### config.mk
export PLATFORM = sky130hd
export DESIGN_NAME = wbc_write_buffer_controller
export DESIGN_NICKNAME = d
export VERILOG_FILES = /design/src/hdl/wbc_pkg.sv /design/src/hdl/wbc_write_buffer_controller.sv
export SDC_FILE = /design/constraint.sdc
export NUM_CORES = 2
export LEC_CHECK = 0
export ABC_AREA = 1
export BUFFER_PORTS_ARGS = -buffer_cell sky130_fd_sc_hd__buf_2
export CORE_ASPECT_RATIO = 2
export CORE_UTILIZATION = 55
export DETAILED_ROUTE_END_ITERATION = 7
export GPL_TIMING_DRIVEN = 1
export PLACE_DENSITY_LB_ADDON = 0.2
export SETUP_SLACK_MARGIN = 0.1
export SYNTH_ARGS = -nofsm -noshare
export SYNTH_HDL_FRONTEND = slang
export SYNTH_SLANG_ARGS = --single-unit
### constraint.sdc
create_clock -name sys_clk -period 3.1 [get_ports sys_clk]
set_input_delay 0.465 -clock sys_clk [delete_from_list [all_inputs] [get_ports sys_clk]]
set_output_delay 0.465 -clock sys_clk [all_outputs]
set_load 0.01 [all_outputs]
### src/hdl/wbc_pkg.sv
// package for the write buffer controller: widths, codes, register map and carriers
package wbc_pkg;

    // ----------
    // widths and depths
    // ----------
    localparam int WBC_DATA_W   = 32;
    localparam int WBC_RDATA_W  = 36;
    localparam int WBC_LEVELS   = 8;
    localparam int WBC_RB_DEEP  = 16;
    localparam int WBC_CNT_W    = 4;
    localparam int WBC_RB_CNT_W = 5;
    localparam int WBC_BUS_AW   = 4;

    // ----------
    // load control codes and output select codes
    // ----------
    localparam logic [3:0] WBC_LD_SHIFT8  = 4'h8;
    localparam logic [3:0] WBC_LD_SHIFT4A = 4'h9;
    localparam logic [3:0] WBC_LD_SHIFT4E = 4'ha;
    localparam logic [3:0] WBC_LD_SHIFT2A = 4'hb;
    localparam logic [3:0] WBC_LD_SHIFT2C = 4'hc;
    localparam logic [3:0] WBC_LD_SHIFT2E = 4'hd;
    localparam logic [3:0] WBC_LD_SHIFT2G = 4'he;
    localparam logic [3:0] WBC_LD_HOLD    = 4'hf;
    localparam logic [2:0] WBC_SEL_FIRST  = 3'h0;
    localparam logic [2:0] WBC_SEL_LAST   = 3'h7;

    // ----------
    // register map
    // ----------
    localparam logic [3:0] WBC_CTRL_OFS   = 4'h0;
    localparam logic [3:0] WBC_STATUS_OFS = 4'h4;
    localparam int WBC_CTRL_DEPTH_LSB = 0;
    localparam int WBC_CTRL_CMP_BIT   = 2;
    localparam int WBC_ST_ERR_BIT     = 4;
    localparam logic [1:0] WBC_DEPTH_RST  = 2'h3;
    localparam logic       WBC_CMP_RST    = 1'b0;
    localparam logic [3:0] WBC_CNT_RST    = 4'h0;

    // ----------
    // carriers
    // ----------
    typedef struct packed {
        logic [1:0]  tag;
        logic [15:0] addr_hi;
        logic [13:0] addr_lo;
        logic [1:0]  access_type_bits;
    } wbc_addr_s;

    typedef struct packed {
        wbc_addr_s              addr;
        logic [WBC_DATA_W-1:0]  data;
    } wbc_entry_s;

    typedef struct packed {
        logic       buffer_full_flag;
        logic       buffer_empty_flag;
        logic       read_phase_latch;
        logic       write_phase_latch;
        logic       read_error;
        logic       address_match;
        logic [3:0] load_count;
        logic [3:0] select_count;
    } wbc_status_s;

endpackage : wbc_pkg

### src/hdl/wbc_write_buffer_controller.sv
// write buffer controller with address/data slices, flush-before-read and read buffer
// Behaviour
// - address entry is 34 bits, three slices
// - slices: high address plus tag, low plus type
// - latch 32 data bits, pass to memory
// - address buffer serves reads and writes
// - flush pending writes before any read
// - optional address compare signals a match
// - report full; processor stalls further writes
// - depth programmable 1 to 8, cascade deeper; no cascade port here, 8 levels at most
// - partitions of 1, 2, 4, 8 levels
// - load counter picks load, select picks output
// - load enable from request and flag terms
// - select enable from phase latch terms
// - read phase latch set and held, reset-qualified
// - write phase latch from read, empty, acknowledge
// - all slices clocked by processor output clock
// - read buffer carries 36-bit data with parity
// - error feedback from correction unit reported
// - read depth reconfigured per refill, 16 or 1
// - four-bit load code, shifts and hold
// - three-bit select routes one of eight
//
// Our own choices: the address map and the address-and-strobe port.
module wbc_write_buffer_controller
    import wbc_pkg::*;
(
    input  wire logic                         sys_clk,
    input  wire logic                         reset,
    input  wire logic                         memory_write_request,
    input  wire wbc_pkg::wbc_addr_s           cpu_write_addr,
    input  wire logic [wbc_pkg::WBC_DATA_W-1:0] cpu_write_data,
    input  wire logic                         memory_read_request,
    input  wire wbc_pkg::wbc_addr_s           cpu_read_addr,
    input  wire logic                         icache_refill,
    input  wire logic                         write_acknowledge,
    input  wire logic                         mem_read_data_valid,
    input  wire logic [wbc_pkg::WBC_RDATA_W-1:0] mem_read_data,
    input  wire logic                         ecc_error,
    input  wire logic [wbc_pkg::WBC_BUS_AW-1:0] bus_addr,
    input  wire logic [31:0]                  bus_wdata,
    input  wire logic                         bus_write,
    input  wire logic                         bus_read,
    output logic [31:0]                       bus_rdata_reg,
    output wbc_pkg::wbc_addr_s                mem_addr_reg,
    output logic [wbc_pkg::WBC_DATA_W-1:0]    mem_data_reg,
    output logic                              mem_write_valid_reg,
    output logic                              mem_read_valid_reg,
    output logic [wbc_pkg::WBC_RDATA_W-1:0]   cpu_read_data_reg,
    output logic                              cpu_read_valid_reg,
    output logic                              buffer_full_flag_reg,
    output logic                              buffer_empty_flag_reg,
    output logic                              buffer_clock_enable_reg,
    output logic                              load_counter_enable_reg,
    output logic                              select_counter_enable_reg,
    output logic [3:0]                        load_control_code_reg,
    output logic [2:0]                        output_select_code_reg,
    output logic                              address_match_reg,
    output logic                              read_error_reg
);
    import wbc_pkg::*;

    // ----------
    // functions
    // ----------
    // mask of the counter bits that index a level, for depth code d
    function automatic logic [3:0] wbc_low_mask(input logic [1:0] d);
        wbc_low_mask = 4'((1 << d) - 1);
    endfunction : wbc_low_mask

    // the counter bit that marks the second lap round the levels
    function automatic logic wbc_top_bit(input logic [3:0] c, input logic [1:0] d);
        wbc_top_bit = c[d];
    endfunction : wbc_top_bit

    // next counter value, wrapping at twice the programmed depth
    function automatic logic [3:0] wbc_bump(input logic [3:0] c, input logic [1:0] d);
        logic [3:0] wrap;
        wrap     = 4'((2 << d) - 1);
        wbc_bump = (c + 4'h1) & wrap;
    endfunction : wbc_bump

    // does load code ld write register i, and from where
    // returns 0 none, 1 from input, 2 from register i-1
    function automatic logic [1:0] wbc_load_src(input logic [3:0] ld, input int i);
        int first;
        int last;
        first = 0;
        last  = -1;
        unique case (ld)
            WBC_LD_SHIFT8:  begin first = 0; last = 7; end
            WBC_LD_SHIFT4A: begin first = 0; last = 3; end
            WBC_LD_SHIFT4E: begin first = 4; last = 7; end
            WBC_LD_SHIFT2A: begin first = 0; last = 1; end
            WBC_LD_SHIFT2C: begin first = 2; last = 3; end
            WBC_LD_SHIFT2E: begin first = 4; last = 5; end
            WBC_LD_SHIFT2G: begin first = 6; last = 7; end
            WBC_LD_HOLD:    begin first = 0; last = -1; end
            default:        begin first = int'(ld[2:0]); last = int'(ld[2:0]); end
        endcase
        if (i == first && i <= last) begin
            wbc_load_src = 2'h1;
        end else if (i > first && i <= last) begin
            wbc_load_src = 2'h2;
        end else begin
            wbc_load_src = 2'h0;
        end
    endfunction : wbc_load_src

    // ----------
    // register file: control and status
    // ----------
    logic [1:0]  depth_reg, depth_next;
    logic        cmp_en_reg, cmp_en_next;
    logic [31:0] rdata_next;
    wbc_status_s status;

    // depth is meant to change only while the buffer is empty
    always_comb begin
        depth_next  = depth_reg;
        cmp_en_next = cmp_en_reg;
        rdata_next  = 32'h0;
        if (bus_write && bus_addr == WBC_CTRL_OFS) begin
            depth_next  = bus_wdata[WBC_CTRL_DEPTH_LSB +: 2];
            cmp_en_next = bus_wdata[WBC_CTRL_CMP_BIT];
        end
        if (bus_read) begin
            unique case (bus_addr)
                WBC_CTRL_OFS:   rdata_next = {29'h0, cmp_en_reg, depth_reg};
                WBC_STATUS_OFS: rdata_next = {18'h0, status};
                default:        rdata_next = 32'h0;
            endcase
        end
    end

    always_ff @(posedge sys_clk) begin
        if (reset) begin
            depth_reg     <= WBC_DEPTH_RST;
            cmp_en_reg    <= WBC_CMP_RST;
            bus_rdata_reg <= 32'h0;
        end else begin
            depth_reg     <= depth_next;
            cmp_en_reg    <= cmp_en_next;
            bus_rdata_reg <= rdata_next;
        end
    end

    // ----------
    // counters, flags and phase latches
    // ----------
    logic [3:0] lc_reg, lc_next, sc_reg, sc_next;
    logic       rd_phase_reg, rd_phase_next, wr_phase_reg, wr_phase_next;
    logic       full, empty, top_mismatch, low_equal;
    logic       load_en, sel_en, wr_load, rd_load, empty_next;
    logic [3:0] load_code;
    logic [3:0] mask;

    // flags from the two counters; the top bit tells full from empty
    always_comb begin
        mask         = wbc_low_mask(depth_reg);
        low_equal    = ((lc_reg ^ sc_reg) & mask) == 4'h0;
        top_mismatch = wbc_top_bit(lc_reg, depth_reg) ^ wbc_top_bit(sc_reg, depth_reg);
        full         = low_equal && top_mismatch;
        empty        = low_equal && !top_mismatch;
    end

    // a write is taken only when not full and no read is pending;
    // a read address is queued only once every write has drained
    always_comb begin
        wr_load   = memory_write_request && !full && !memory_read_request && !rd_phase_reg;
        rd_load   = memory_read_request && empty && !wr_phase_reg && !rd_phase_reg;
        load_en   = wr_load || rd_load;
        sel_en    = (wr_phase_reg && write_acknowledge)
                  || (rd_phase_reg && !memory_read_request);
        lc_next   = load_en ? wbc_bump(lc_reg, depth_reg) : lc_reg;
        sc_next   = sel_en ? wbc_bump(sc_reg, depth_reg) : sc_reg;
        load_code = load_en ? {1'b0, lc_reg[2:0] & mask[2:0]} : WBC_LD_HOLD;
        empty_next = (((lc_next ^ sc_next) & mask) == 4'h0)
                  && (wbc_top_bit(lc_next, depth_reg) == wbc_top_bit(sc_next, depth_reg));
        rd_phase_next = !reset && (rd_load
                      || (rd_phase_reg && memory_read_request));
        wr_phase_next = !reset && !rd_phase_reg && !rd_phase_next
                      && !empty_next;
    end

    always_ff @(posedge sys_clk) begin
        if (reset) begin
            lc_reg       <= WBC_CNT_RST;
            sc_reg       <= WBC_CNT_RST;
            rd_phase_reg <= 1'b0;
            wr_phase_reg <= 1'b0;
        end else begin
            lc_reg       <= lc_next;
            sc_reg       <= sc_next;
            rd_phase_reg <= rd_phase_next;
            wr_phase_reg <= wr_phase_next;
        end
    end

    // ----------
    // pipeline register slices: address (three slices) and data
    // ----------
    wbc_entry_s entry_reg [WBC_LEVELS];
    wbc_entry_s entry_next [WBC_LEVELS];
    wbc_entry_s load_value;
    logic [2:0] out_sel;

    // read entries carry no data; the address slice serves both
    always_comb begin
        load_value.addr = rd_load ? cpu_read_addr : cpu_write_addr;
        load_value.data = rd_load ? '0 : cpu_write_data;
        out_sel         = sc_next[2:0] & mask[2:0];
    end

    generate
        for (genvar i = 0; i < WBC_LEVELS; i++) begin : g_level
            // each level follows the decoded load code
            always_comb begin
                unique case (wbc_load_src(load_code, i))
                    2'h1:    entry_next[i] = load_value;
                    2'h2:    entry_next[i] = entry_reg[(i + 7) % 8];
                    default: entry_next[i] = entry_reg[i];
                endcase
            end

            // all slices run from the one processor-side clock
            always_ff @(posedge sys_clk) begin
                if (reset) begin
                    entry_reg[i] <= '0;
                end else begin
                    entry_reg[i] <= entry_next[i];
                end
            end
        end
    endgenerate

    // ----------
    // optional conflict compare against queued write addresses
    // ----------
    logic       match_next;
    logic [3:0] pending;
    logic [3:0] age;

    // flushing still happens; the match only informs the processor
    always_comb begin
        pending    = (lc_reg - sc_reg) & 4'((2 << depth_reg) - 1);
        match_next = 1'b0;
        age        = 4'h0;
        for (int i = 0; i < WBC_LEVELS; i++) begin
            age = (4'(i) - sc_reg) & mask;
            if (cmp_en_reg && memory_read_request && !rd_phase_reg && age < pending
                && entry_reg[i].addr.addr_hi == cpu_read_addr.addr_hi
                && entry_reg[i].addr.addr_lo == cpu_read_addr.addr_lo) begin
                match_next = 1'b1;
            end
        end
    end

    // ----------
    // read buffer: 36-bit words, depth 16 or 1 chosen per refill
    // ----------
    logic [WBC_RDATA_W-1:0]  rb_reg [WBC_RB_DEEP];
    logic [WBC_RB_CNT_W-1:0] rb_wr_reg, rb_wr_next, rb_rd_reg, rb_rd_next;
    logic [WBC_RB_CNT_W-1:0] rb_lim_reg, rb_lim_next;
    logic                    rb_take, rb_give, err_next;

    // words beyond the chosen depth are dropped, not wrapped
    always_comb begin
        rb_lim_next = rd_load ? (icache_refill ? 5'(WBC_RB_DEEP) : 5'h1) : rb_lim_reg;
        rb_take     = mem_read_data_valid && rd_phase_reg && rb_wr_reg < rb_lim_reg;
        rb_give     = rb_rd_reg < rb_wr_reg;
        rb_wr_next  = rd_load ? 5'h0 : (rb_take ? rb_wr_reg + 5'h1 : rb_wr_reg);
        rb_rd_next  = rd_load ? 5'h0 : (rb_give ? rb_rd_reg + 5'h1 : rb_rd_reg);
        // a new error beats a clear in the same cycle
        err_next    = (ecc_error && rd_phase_reg)
                    || (read_error_reg && !(bus_write && bus_addr == WBC_STATUS_OFS
                                            && bus_wdata[WBC_ST_ERR_BIT]));
    end

    always_ff @(posedge sys_clk) begin
        if (reset) begin
            rb_wr_reg  <= 5'h0;
            rb_rd_reg  <= 5'h0;
            rb_lim_reg <= 5'h1;
        end else begin
            rb_wr_reg  <= rb_wr_next;
            rb_rd_reg  <= rb_rd_next;
            rb_lim_reg <= rb_lim_next;
            if (rb_take) begin
                rb_reg[rb_wr_reg[3:0]] <= mem_read_data;
            end
        end
    end

    // ----------
    // registered outputs
    // ----------
    always_comb begin
        status.buffer_full_flag  = full;
        status.buffer_empty_flag = empty;
        status.read_phase_latch  = rd_phase_reg;
        status.write_phase_latch = wr_phase_reg;
        status.read_error        = read_error_reg;
        status.address_match     = address_match_reg;
        status.load_count        = lc_reg;
        status.select_count      = sc_reg;
    end

    // outputs show the state after this edge, so memory sees the next entry
    always_ff @(posedge sys_clk) begin
        if (reset) begin
            mem_addr_reg              <= '0;
            mem_data_reg              <= '0;
            mem_write_valid_reg       <= 1'b0;
            mem_read_valid_reg        <= 1'b0;
            cpu_read_data_reg         <= '0;
            cpu_read_valid_reg        <= 1'b0;
            buffer_full_flag_reg      <= 1'b0;
            buffer_empty_flag_reg     <= 1'b1;
            buffer_clock_enable_reg   <= 1'b1;
            load_counter_enable_reg   <= 1'b0;
            select_counter_enable_reg <= 1'b0;
            load_control_code_reg     <= WBC_LD_HOLD;
            output_select_code_reg    <= WBC_SEL_FIRST;
            address_match_reg         <= 1'b0;
            read_error_reg            <= 1'b0;
        end else begin
            mem_addr_reg              <= entry_next[out_sel].addr;
            mem_data_reg              <= entry_next[out_sel].data;
            mem_write_valid_reg       <= wr_phase_next;
            mem_read_valid_reg        <= rd_phase_next;
            cpu_read_data_reg         <= rb_give ? rb_reg[rb_rd_reg[3:0]] : cpu_read_data_reg;
            cpu_read_valid_reg        <= rb_give;
            buffer_full_flag_reg      <= (((lc_next ^ sc_next) & mask) == 4'h0) && !empty_next;
            buffer_empty_flag_reg     <= empty_next;
            buffer_clock_enable_reg   <= empty_next || (((lc_next ^ sc_next) & mask) != 4'h0);
            load_counter_enable_reg   <= load_en;
            select_counter_enable_reg <= sel_en;
            load_control_code_reg     <= load_code;
            output_select_code_reg    <= out_sel;
            address_match_reg         <= match_next;
            read_error_reg            <= err_next;
        end
    end

endmodule : wbc_write_buffer_controller

==> run_results.csv <==
group,metric,value,unit
yosys,synth_ff_type,"dfxtp_1",
clock_network,cts_made_buffers,107,
yosys,yosysWarnings,0,
clock_network,clk_latency,0.75,ns
min_path,hold_path.class,"input pin to flip-flop",
timing,rsz0062_at_grt,"yes",
layout,largest_reg_flops,576,
yosys,yosysSeqAreaShare,55.0,%
floorplanning,io_pins,333,
global_routing,antenna_found_initial,15,
global_routing,grt_pass1_vias,49800,
floorplanning,die_area,0.104,mm2
power_and_ir_drop,vdd_ir_drop_max,0.793,mV
yosys,synth.area.top_cells,"edfxtp_1 (31%), dfxtp_1 (24%), nand2_1 (8.9%)",
yosys,synthArstFlopShare,0,%
placement,dpl.hpwl,145,mm
worst_setup_path,critPathCaptureType,"flip-flop",
worst_setup_path,required,3.77,ns
min_path,hold_depth,4,
worst_setup_path,critPathTopFamily,"adder cells",
global_routing,track_usage,41.5,%
global_routing,overflow,0,
placement,post_dp_cell_area,0.0618,mm2
timing,worst_pin_slew,1.11,ns
worst_setup_path,crit_cells,12,
yosys,synth-edff-count,576,
clock_network,cts_sinks,1260,
worst_setup_path,path_cells,"inv_1, ha_2, fa_1, or2_4, ha_4, a21oi_2, nor2_2, o21ai_4, nand4_1, o21ai_2, nor2_2, a21oi_1",
yosys,netlist_top_cells_count,"nand2_1 (1341), nand3_1 (872), nor2_1 (767)",
placement,routabilityCongestion,1.07,
global_routing,grt_pass1_wl,316,mm
yosys,syn_area,0.0563,mm2
detailed_routing,routed_wl,223,mm
clock_network,cts.root.buffer_cell,"clkbuf_16",
detailed_routing,final_antenna_net_count,0,
placement,numPortBuffers,286,
worst_setup_path,cp_slowest_cell,"fa_1",
layout,final_area,0.0662,mm2
timing,period_share,94.3,%
clock_network,cts_tree,"done",
timing,slew_headroom,25.8,%
timing,setup_viol,0,
worst_setup_path,crit_arrival,3.60,ns
clock_network,cts_max_level,3,
yosys,synth_cells,6683,
clock_network,clock_tree.buffer_depth,3,
detailed_routing,dr.pass1.iters,6,
layout,drive_gt1_share,14.1,%
worst_setup_path,crit_fanout,4,
detailed_routing,viasPerCell,6.19,
yosys,synth.most_common_cell,"nand2_1",
yosys,synth_top_area_share,30.7,%
worst_setup_path,crit_type,"flip-flop to flip-flop",
clock_network,cts.clk_slew.worst_paths,0.07,ns
timing,finalHoldViolations,0,
flow_run,drv_cap,0,
floorplanning,core,0.101,mm2
timing,period_minus_slack,2.92,ns
global_routing,grt_max_degree,179,
detailed_routing,drt_iter0_drc,5663,
timing,fin_skew,0.0326,ns
detailed_routing,routedWlPerCell,26.4,um
layout,final_util,65.3,%
yosys,ys_types,52,
yosys,synth.avg_cell_area,8.43,um2
worst_setup_path,rr_worst_depth,12,
detailed_routing,drt_drc_violations_left,0,
yosys,synth_seq_cells,1260,
worst_setup_path,slowest_delay,0.42,ns
worst_setup_path,crit_top_cell,"nor2_2",
power_and_ir_drop,powerDensity,838,mW/mm2
floorplanning,rows,165,
yosys,yosysTopAreaCell,"edfxtp_1",
run_status,status,"complete, no violations",
power_and_ir_drop,p_leak,25.7,nW
layout,synthToLayoutAreaGrowth,17.6,%
worst_setup_path,critPathLaunchType,"flip-flop",
layout,nets,7245,
worst_setup_path,cp_num_buf_inv,1,
timing,fmaxAchievable,342,MHz
floorplanning,dieHeight,455,um
detailed_routing,via_count,52300,
timing,drv_slew,0,
floorplanning,die_x,228,um
floorplanning,initial_core_util,55.6,%
[kinds of logic after synthesis]
kind of cell               synth area share, %
and+or+nand+nor                           23.8
AOI/OAI and AO/OA                         12.7
DFF                                       55.0
buffers and inverters                     6.13
xor gates and xnor gates                  1.40
adders and majority gates                0.880
other                                  0.00666
[worst min-delay path, cell delays in order]
cell	delay, ns
buf_2	0.10
nand2_1	0.06
nand2_1	0.05
a21oi_1	0.05
[final timing paths]
| kind | from | endpoint | slack (ns) |
|---|---|---|---|
| worst max register to register | lc_reg[0] | address_match_reg | 0.18 |
| worst min register to register | address_match_reg | bus_rdata_reg[8] | 0.43 |
| worst min-delay path | bus_write | cmp_en_reg | 0.05 |
| worst max-delay path | lc_reg[0] | address_match_reg | 0.18 |
[layout by cell type, fill, tap and decap left out, types with 70 or more instances in the layout]
cell	netlist	final
dfxtp_1	684	677
o22ai_1	124	124
buf_12	0	96
nor2_1	767	735
o211ai_1	94	94
nand4_1	96	96
buf_2	72	285
o21ai_1	70	70
clkbuf_16	0	121
a21oi_1	417	416
nand3_1	872	871
buf_4	30	288
inv_1	358	353
o21ai_0	458	448
edfxtp_1	576	576
nand2_1	1341	1327
[metal layers]
layer / vias to the layer above / global-route usage (%) / wire length (um)
met5: - / 0 / 92
met4: 14 / 40.2 / 25600
met3: 1057 / 8.12 / 18500
met2: 2972 / 70.0 / 106000
met1: 24700 / 42.8 / 72700
li1: 23600 / - / -
[final cells by class]
type | count | area (um2)
antenna | 8 | 20.0
clock buffer | 153 | 3080
clock inverter | 47 | 528
fill | 8497 | 35100
inverter | 374 | 1420
multi-input combinational | 4586 | 22400
sequential | 1260 | 31000
tap | 1336 | 1670
timing repair buffer | 695 | 6060
[power breakdown]
| part | switching, mW | leakage, nW | internal [mW] |
|---|---|---|---|
| logic | 14.9 | 13.2 | 7.30 |
| clock network | 6.36 | 1.78 | 7.77 |
| registers | 0.792 | 10.7 | 18.4 |
| total | 22.1 | 25.7 | 33.4 |
[through the flow]
step	cells	setup TNS (ns)	hold slack [ns]	worst slack [ns]	total power, mW
3_5_place_dp	8213	-0.972	0.423	-0.972	40.1
5_1_grt	8455	0	0.0612	0.0784	57.7
6_report	8459	0	0.0515	0.177	55.5
2_1_floorplan	6708	-84.33	0.440	-0.239	31.5
3_3_place_gp	8213	-0.988	0.413	-0.988	39.8
4_1_cts	8419	0	0.0130	0.0869	54.1
[what timing repair did]
item,CTS,global route
buffers inserted,2,18
cloned,0,14
endpoints found under the setup margin,5,68
endpoints found under the hold margin,4,0
gates resized for setup,14,57
hold buffers,4,0
pin swaps,6,11
Power figures use the tool's default switching activity.
